`src/include/clr_pkg.sv`:
```
// Package for the configuration-load, literal-return and rotate executor.
// Assumes a 12-bit instruction word, 8-bit data path and 5-bit file address.
package clr_pkg;
    // ------------------------------------------------------------------
    // Encodings
    // ------------------------------------------------------------------
    localparam logic [11:0] OP_CFG_LOAD   = 12'h002; // Accumulator to config
    localparam logic [3:0]  OP_RET_HI     = 4'h8;    // Upper nibble of return
    localparam logic [5:0]  OP_ROT_HI     = 6'h0D;   // Upper six bits of rotate
    localparam int          DEST_BIT      = 5;       // Destination select bit
    // ------------------------------------------------------------------
    // Widths and reset values
    // ------------------------------------------------------------------
    localparam int          DATA_W        = 8;
    localparam int          FADDR_W       = 5;
    localparam int          PC_W          = 9;
    localparam logic [7:0]  ACC_RST       = 8'h00;
    localparam logic [7:0]  CFG_RST       = 8'hFF;
    localparam logic        CARRY_RST     = 1'b0;
    // ------------------------------------------------------------------
    // Timing
    // ------------------------------------------------------------------
    localparam int          RET_CYCLES    = 2;       // Literal return length
    typedef enum logic [1:0] {CLR_IDLE, CLR_RET2} clr_state_t;
endpackage

```
`src/clr_file_mem.sv`:
```
// Small file-register memory with registered read data.
// Assumes one write port and one read port on the core clock.
`timescale 1ns/10ps
`default_nettype none
module clr_file_mem #(
    parameter int AW = 5,
    parameter int DW = 8
) (
    input  wire logic          clock_i,   // Core clock
    input  wire logic          we_i,      // Write strobe
    input  wire logic [AW-1:0] waddr_i,   // Write address
    input  wire logic [DW-1:0] wdata_i,   // Write data
    input  wire logic [AW-1:0] raddr_i,   // Read address
    output logic      [DW-1:0] rdata_o    // Registered read data
);
    // ------------------------------------------------------------------
    // Storage
    // ------------------------------------------------------------------
    logic [DW-1:0] mem [0:(1<<AW)-1];     // Contents undefined at power-up

    // Array write; a plain clocked process, since the array has no reset and
    // its power-up contents may be loaded from outside the core logic
    always @(posedge clock_i)
    begin
        if (we_i)
        begin
            mem[waddr_i] <= wdata_i;
        end
    end

    // Registered read; same-cycle write is not forwarded
    always_ff @(posedge clock_i)
    begin
        rdata_o <= mem[raddr_i];
    end
endmodule // clr_file_mem
`default_nettype wire

```
`src/clr_exec.sv`:
```
// Executor for config load, literal return and rotate-left through carry.
// Assumes instr_valid_i is held until instr_ready_o; rotate reads the file
// register the cycle before, so a rotate takes one fetch cycle plus one.
// Operation
// - Config opcode copies accumulator to config, flags kept
// - Literal return loads low eight bits into accumulator
// - Literal return reloads PC from stack top
// - Literal return: one word, two cycles, flags kept
// - Rotate left through carry, only carry changes
// - Destination bit selects accumulator or file register
`timescale 1ns/10ps
`default_nettype none
module clr_exec (
    input  wire logic                        clock_i,          // Core clock
    input  wire logic                        srst_i,           // Sync reset
    input  wire logic                        instr_valid_i,    // Instruction present
    input  wire logic [11:0]                 instr_i,          // Instruction word
    input  wire logic [clr_pkg::PC_W-1:0]    stack_top_entry_i,// Return address
    input  wire logic                        zero_i,           // Zero flag in
    output logic                             instr_ready_o,    // Instruction retired
    output logic                             stack_pop_o,      // Pop the stack
    output logic                             pc_load_o,        // PC reload pulse
    output logic      [clr_pkg::PC_W-1:0]    pc_o,             // New PC value
    output logic      [7:0]                  acc_o,            // Accumulator
    output logic      [7:0]                  cfg_o,            // Timer config
    output logic                             carry_o,          // Carry flag
    output logic                             zero_o            // Zero flag out
);
    // ------------------------------------------------------------------
    // Decode
    // ------------------------------------------------------------------
    function automatic logic is_ret(input logic [11:0] w);
        return w[11:8] == clr_pkg::OP_RET_HI;
    endfunction
    function automatic logic is_rot(input logic [11:0] w);
        return w[11:6] == clr_pkg::OP_ROT_HI;
    endfunction

    typedef struct packed {
        clr_pkg::clr_state_t     st;     // Sequencer state
        logic                    rd_ok;  // File read data valid for rotate
        logic [7:0]              acc;    // Accumulator
        logic [7:0]              cfg;    // Timer/prescaler config
        logic                    carry;  // Carry flag
        logic                    pcl;    // PC load pulse
        logic [clr_pkg::PC_W-1:0] pc;    // Loaded PC
    } clr_state_s_t;

    clr_state_s_t cur;                   // Registered state
    clr_state_s_t next_cur;              // Next state
    logic         ready;                 // Retire this cycle
    logic         fwe;                   // File write strobe
    logic [7:0]   fwdata;                // File write data
    logic [7:0]   frdata;                // File read data
    logic [7:0]   rot;                   // Rotated value
    logic         cfg_go;                // Config load taken this cycle
    logic         ret_go;                // Literal return taken this cycle
    logic         rot_done;              // Rotate retires this cycle

    // Rotate shared by both destinations
    assign rot = {frdata[6:0], cur.carry};

    // ------------------------------------------------------------------
    // Next state
    // ------------------------------------------------------------------
    always_comb
    begin
        next_cur     = cur;
        next_cur.pcl = 1'b0;
        ready        = 1'b0;
        fwe          = 1'b0;
        fwdata       = rot;
        unique case (cur.st)
            clr_pkg::CLR_IDLE:
            begin
                if (instr_valid_i && instr_i == clr_pkg::OP_CFG_LOAD)
                begin
                    next_cur.cfg = cur.acc;
                    ready        = 1'b1;
                end
                else if (instr_valid_i && is_ret(instr_i))
                begin
                    // First cycle: literal in, PC from stack top
                    next_cur.acc = instr_i[7:0];
                    next_cur.pc  = stack_top_entry_i;
                    next_cur.pcl = 1'b1;
                    next_cur.st  = clr_pkg::CLR_RET2;
                end
                else if (instr_valid_i && is_rot(instr_i))
                begin
                    // Wait one cycle for the registered read
                    if (cur.rd_ok)
                    begin
                        next_cur.carry = frdata[7];
                        if (instr_i[clr_pkg::DEST_BIT])
                        begin
                            fwe = 1'b1;
                        end
                        else
                        begin
                            next_cur.acc = rot;
                        end
                        ready          = 1'b1;
                        next_cur.rd_ok = 1'b0;
                    end
                    else
                    begin
                        next_cur.rd_ok = 1'b1;
                    end
                end
                else if (instr_valid_i)
                begin
                    ready = 1'b1;  // Other opcodes belong elsewhere
                end
            end
            clr_pkg::CLR_RET2:
            begin
                // Second cycle: pipeline flush slot
                ready       = 1'b1;
                next_cur.st = clr_pkg::CLR_IDLE;
            end
        endcase
    end

    // Register the whole state
    always_ff @(posedge clock_i)
    begin
        if (srst_i)
        begin
            cur <= '{st: clr_pkg::CLR_IDLE, rd_ok: 1'b0, acc: clr_pkg::ACC_RST,
                     cfg: clr_pkg::CFG_RST, carry: clr_pkg::CARRY_RST,
                     pcl: 1'b0, pc: '0};
        end
        else
        begin
            cur <= next_cur;
        end
    end

    // ------------------------------------------------------------------
    // File registers
    // ------------------------------------------------------------------
    clr_file_mem #(.AW(clr_pkg::FADDR_W), .DW(clr_pkg::DATA_W)) u_mem (
        .clock_i (clock_i),
        .we_i    (fwe),
        .waddr_i (instr_i[4:0]),
        .wdata_i (fwdata),
        .raddr_i (instr_i[4:0]),
        .rdata_o (frdata)
    );

    // Outputs; zero flag is never touched by this block
    assign instr_ready_o = ready;
    assign stack_pop_o   = cur.pcl;
    assign pc_load_o     = cur.pcl;
    assign pc_o          = cur.pc;
    assign acc_o         = cur.acc;
    assign cfg_o         = cur.cfg;
    assign carry_o       = cur.carry;
    assign zero_o        = zero_i;

    // Qualified events shared by the checks below
    assign cfg_go   = instr_valid_i && instr_i == clr_pkg::OP_CFG_LOAD
                      && cur.st == clr_pkg::CLR_IDLE;
    assign ret_go   = instr_valid_i && is_ret(instr_i) && cur.st == clr_pkg::CLR_IDLE;
    assign rot_done = ready && is_rot(instr_i) && cur.st == clr_pkg::CLR_IDLE;
endmodule // clr_exec
`default_nettype wire

```
`config.mk`:
```
export PLATFORM = sky130hd
export DESIGN_NAME = clr_exec
export DESIGN_NICKNAME = d
export VERILOG_FILES = /design/src/include/clr_pkg.sv /design/src/clr_file_mem.sv /design/src/clr_exec.sv
export SDC_FILE = /design/constraint.sdc
export NUM_CORES = 1
export LEC_CHECK = 0
export BUFFER_PORTS_ARGS = -buffer_cell sky130_fd_sc_hd__buf_2
export CORE_UTILIZATION = 30
export DETAILED_ROUTE_END_ITERATION = 16
export SETUP_SLACK_MARGIN = 0.15
export SLEW_MARGIN = 10
export SYNTH_ARGS = -nofsm -noshare
export SYNTH_HDL_FRONTEND = slang
export SYNTH_HIERARCHICAL = 1
export SYNTH_SLANG_ARGS = --single-unit
```
`constraint.sdc`:
```
create_clock -name clock_i -period 3.71 [get_ports clock_i]
set_input_delay 0.5565 -clock clock_i [delete_from_list [all_inputs] [get_ports clock_i]]
set_output_delay 0.5565 -clock clock_i [all_outputs]
set_load 0.02 [all_outputs]
```
## Yosys cells after proc, flatten, opt, wreduce, memory -nomap -nowiden

Memory sizes are Yosys's and may differ from the RTL's. A register that Yosys moved wholly into a read port is not among the register bits.
Cells that the tools add are included.

- Output and inout bits: 30
- Flip-flop bits (word level): 30
- Logic and storage cells: 55
- Memories: 1
- Bits in writable memories: 256

Memory list:

| name | words | width | rd ports | clocked after memory_dff | write ports | RTL line | source |
|---|---|---|---|---|---|---|---|
| u_mem.mem | 32 | 8 | 1 | 1 | 1 | clr_file_mem.sv:19 | `logic [DW-1:0] mem [0:(1<<AW)-1];` |

- Reductions and logical operators: 13
- Multiplexer cells: 24
- Bitwise operators: 3
- Eq/ne operators: 7

Operators with widths:

| operator | number |
|---|---|
| 2-to-1 mux 8 bit | 3 |
| 2-to-1 mux 1 bit | 15 |
| equality test 12 x 2 -> 1 bit (second input constant) | 1 |
| 2-to-1 mux 11 bit | 1 |
| 2-to-1 mux 10 bit | 1 |
| AND reduction 5 bit | 2 |
| 2-to-1 mux 9 bit | 1 |
| equality test 6 x 4 -> 1 bit (second input constant) | 1 |
| equality test 4 bit (second input constant) | 1 |
| != test 2 x 1 -> 1 bit (second input constant) | 2 |
| case mux 2 bit (2 select lines) | 1 |
| AND reduction 2 bit | 2 |
| AND reduction 4 bit | 1 |
| nonzero test 2 bit | 2 |
| logical AND 1 bit | 3 |
| inverter 1 bit | 3 |
| AND reduction 3 bit | 1 |
| OR reduction 3 bit | 1 |
| equality test 2 x 1 -> 1 bit (second input constant) | 1 |
| logical NOT 2 bit | 1 |
| 2-to-1 mux 2 bit | 1 |
| != test 2 bit (second input constant) | 1 |
| case mux 1 bit (2 select lines) | 1 |

## Longest topological paths before layout

- Word-level depth: 8
- Depth in mapped cells: 7
- Gate-level depth less buffers: 5

## Modules after synthesis

The synthesis kept the hierarchy.

Modules (own cells, without submodules):

| module | cells an instance | area an instance (µm²) | instances |
|---|---|---|---|
| clr_file_mem | 417 | 10053.4 | 1 |
| clr_exec | 158 | 1393.8 | 1 |

## Worst setup path before layout

Ideal clock, no wire load.

- Kind: input -> register
- Start point: input instr_i[10]
- End point: memory u_mem.mem[0][0], enable pin
- Arrival: 2.679 ns
- Data required time: 3.340 ns
- Stages: 7
- Slack: 0.661 ns
- Cell sequence: or4b_1 > buf_2 > nor3_1 > and2_1 > or3b_2 > clkbuf_1 > nor2_1

- Word-level cells in the longest chain between the ends: 8
- Elaborated cells on any way between the ends: 12
- Classes of those cells: eq/ne (3); mux (6); reduce/logical (3)

Ends and longest elaborated chain:

| item | RTL line | source |
|---|---|---|
| start: declaration | clr_exec.sv:17 | `input wire logic [11:0] instr_i,` |
| equality test 6 x 4 -> 1 bit | n/a |  |
| logical AND 1 bit | clr_exec.sv:89 | `else if (instr_valid_i && is_rot(instr_i))` |
| 2-to-1 mux 1 bit | clr_exec.sv:89 |  |
| 2-to-1 mux 1 bit | clr_exec.sv:81 | `else if (instr_valid_i && is_ret(instr_i))` |
| 2-to-1 mux 1 bit (*) | clr_exec.sv:76 | `if (instr_valid_i && instr_i == clr_pkg::OP_CFG_LOAD)` |
| 2-to-1 mux 1 bit (*) | clr_exec.sv:73 | `unique case (cur.st)` |
| named net fwe | clr_exec.sv:52 | `logic fwe;` |
| 2-to-1 mux 1 bit (*) | clr_file_mem.sv:25 | `if (we_i)` |
| 2-to-1 mux 1 bit (implied by the code) (*) | clr_file_mem.sv:27 | `mem[waddr_i] <= wdata_i;` |
| end: declaration | clr_file_mem.sv:19 |  |

Mark *: on every way through the listed nets, which the timed path passes. The rest lies on a longest branch.

## Worst setup path in the final report

- Start point: input instr_i[10]
- End point: memory u_mem.mem[20][4], enable pin

Same word-level chain as after synthesis.

==> out/metrics.yaml <==
pwr:
  p_int_mw: 5.37
  total_power_mw: 6.74
  powerDensity_nw_per_um2: 508
  leakagePower_nw: 4.33
  power_frac_clock_pct: 42.3
  netSwitchingFraction_pct: 20.3
  vdd_drop_max_uv: 352
  p_switching_mw: 1.37
  p_comb_share_pct: 3.7
  power_frac_seq_pct: 54.1
global_routing:
  grt_max_degree: 75
  grt_antenna_before_repair: 0
  overflow: 0
  first_global_vias: 5653
  grtUsageTotal_pct: 12.1
  top_usage_layer: "met2"
  grt_first_pass_wirelength_um: 35100
  gr-usage-met3_pct: 1.76
  grt.met1_usage_pct: 16.6
  grtUsageMet2_pct: 20.0
clock_tree:
  root_buffer: "clkbuf_16"
  clock_sinks: 293
  htreeDepth: 1
  cts-resized-gates: 0
  clk_path_buf_depth: 3
  cts_tree: "yes"
  post_cts_buffers: 0
  clk_pin_slew_ns: 0.06
  clk-insertion-delay-late_ns: 0.54
  cts_buffers: 28
  postCtsHoldBufs: 0
synth:
  yosys_warnings: 6
  yosys_most_used_dff: "edfxtp_1"
  synth_cells: 575
  synth_fp_nets: 600
  ys_seq_area_share_pct: 73.6
  avgSynthCellArea_um2: 19.9
  async_flop_share_pct: 0
  synth-edff-count: 256
  ys_ff_latch: 293
  synth_cell_types: 32
  synth_area_um2: 11400
timing:
  finalHoldViolCount: 0
  fin_crit_ns: 2.87
  layout_setup_ws_ns: 0.844
  rsz0062_at_grt: "no"
  tightest_slew_ns: 1.08
  max_freq_ghz: 0.349
  fin_crit_sh_pct: 77.3
  setup_tns_ns: 0
  setup_violations: 0
  maxSlewViolCount: 0
  relSlewSlack_pct: 28.1
  fin_skew_ns: 0.0153
place:
  gp_routability_congestion: 0.731
  port_buffers: 52
  pre_cts_ws_ns: 0.330
  placed_area_um2: 12300
  place_hpwl_um: 14700
setup_path:
  path_max_fanout: 8
  worst_ep_required_time_ns: 3.88
  crit_type: "in -> reg"
  r2r_start: "cur[28]"
  rrSetupSlack_ns: 1.20
  startpoint_type: "primary input"
  r2r_end: "u_mem/mem[20][4]"
  cp-end-kind: "register"
  rr_worst_depth: 5
  crit_arrival_ns: 3.04
floorplanning:
  die_w_um: 197
  die_area_um2: 38900
  dieHeight_um: 197
  rows: 71
  initial_core_util_pct: 30.5
  pin_count: 55
  core_area_um2: 37600
routing:
  viasPerCell: 4.69
  initialDrtViolationCount: 477
  drtPass1Iterations: 5
  post-route-drc-count: 0
  detail_route.wirelength_um: 23500
  vias: 5521
  ant_nets: 0
  drt-wirelength-per-cell_um: 19.9
run_status:
  status: "finished clean"
layout:
  final_nets: 670
  syn_to_final_growth_pct: 16.0
  utilization_pct: 35.3
  layout_commonest_cell: "edfxtp_1"
  nFillCells: 3499
  n_antenna_cell: 0
  final_area_um2: 13300
  layout_common_cells: "256 x edfxtp_1, 80 x mux4_2, 50 x buf_2, 47 x nor2_1, 46 x buf_4"
  final_layout_size_suffix_gt1_share_pct: 35.4
job:
  drv_cap: 0
min_path:
  hold_start: "stack_top_entry_i[6]"
  hold_path.class: "in -> reg"
  hold-path-cell-count: 3
  whs_endpoint: "pc_o[6]"
-- state kept, by name, summed over array words and instances (netlist names) --
name,flops
cur,2
carry_o,1
pc_o,9
u_mem/mem,256
cfg_o,8
u_mem/rdata_o,8
acc_o,8
pc_load_o,1
-- synth_stat cells (9+ instances only) --
cell type / instances / area (µm²)
buf_4: 33 / 248
clkbuf_1: 12 / 45.0
nor2_1: 47 / 176
edfxtp_1: 256 / 7690
nand2_1: 19 / 71.3
mux4_2: 80 / 1800
a21oi_1: 9 / 45.0
dfxtp_1: 37 / 741
-- through the flow --
stage / instances / hold slack, ns
6_report: 1178 / 0.247
2_1_floorplan: 575 / 0.437
3_5_place_dp: 1126 / 0.447
4_1_cts: 1178 / 0.227
5_1_grt: 1178 / 0.244
3_3_place_gp: 1126 / 0.441
-- layout make-up --
cell class                      count  area (µm²)  area share [%]
Timing Repair Buffer               97         616            4.64
Clock inverter                     17         171            1.29
Sequential cell                   293        8430            63.5
Clock buffer                       35         758            5.71
Inverter                            1        3.75          0.0283
Tap cell                          511         639            4.82
Multi-Input combinational cell    224        2660            20.0
-- layer usage --
| layer | wire length [µm] | vias to the layer above | share of wire, % |
|---|---|---|---|
| met5 | 0 | - | 0 |
| met4 | 604 | 0 | 2.6 |
| met3 | 1240 | 44 | 5.3 |
| met2 | 11300 | 165 | 48 |
| met1 | 10300 | 2857 | 44 |
| li1 | - | 2455 | - |
-- power groups by stage --
stage                     logic [mW]  registers [mW]  clock network [mW]
after floorplan                0.153            3.71                   0
after global placement         0.250            3.71                   0
after detailed placement       0.252            3.71                   0
after CTS                      0.252            3.64                2.89
after global routing           0.265            3.64                3.01
final                          0.247            3.64                2.85
-- how the worst max path moves through the flow --
stage,start,to,slack [ns],depth (start not counted)
finish,instr_i[10],u_mem/mem[20][4],0.84,6
global route,instr_i[10],u_mem/mem[20][2],0.71,6
CTS,instr_i[10],u_mem/mem[20][4],0.89,6
detailed placement,instr_i[10],u_mem/mem[20][0],0.33,6
global placement,instr_i[10],u_mem/mem[20][0],0.43,6
floorplan,instr_i[10],u_mem/mem[0][0],0.66,7
-- kinds of logic after synthesis --
logic type                Yosys count  share of synthesized area (%)
xor gates and xnor gates            1                         0.0765
AOI/OAI and AO/OA                  34                           2.31
buffers and inverters              58                           3.16
and+or+nand+nor                   100                           4.22
muxes                              89                           16.6
DFF                               293                           73.6
-- worst max-delay path: stages --
cell and delay, ns:
buf_2 0.10, or4b_1 0.64, nor3_1 0.32, and2_1 0.22, or3b_2 0.59, nor2_1 0.60
Note: power is estimated with default switching activity, not from simulation.
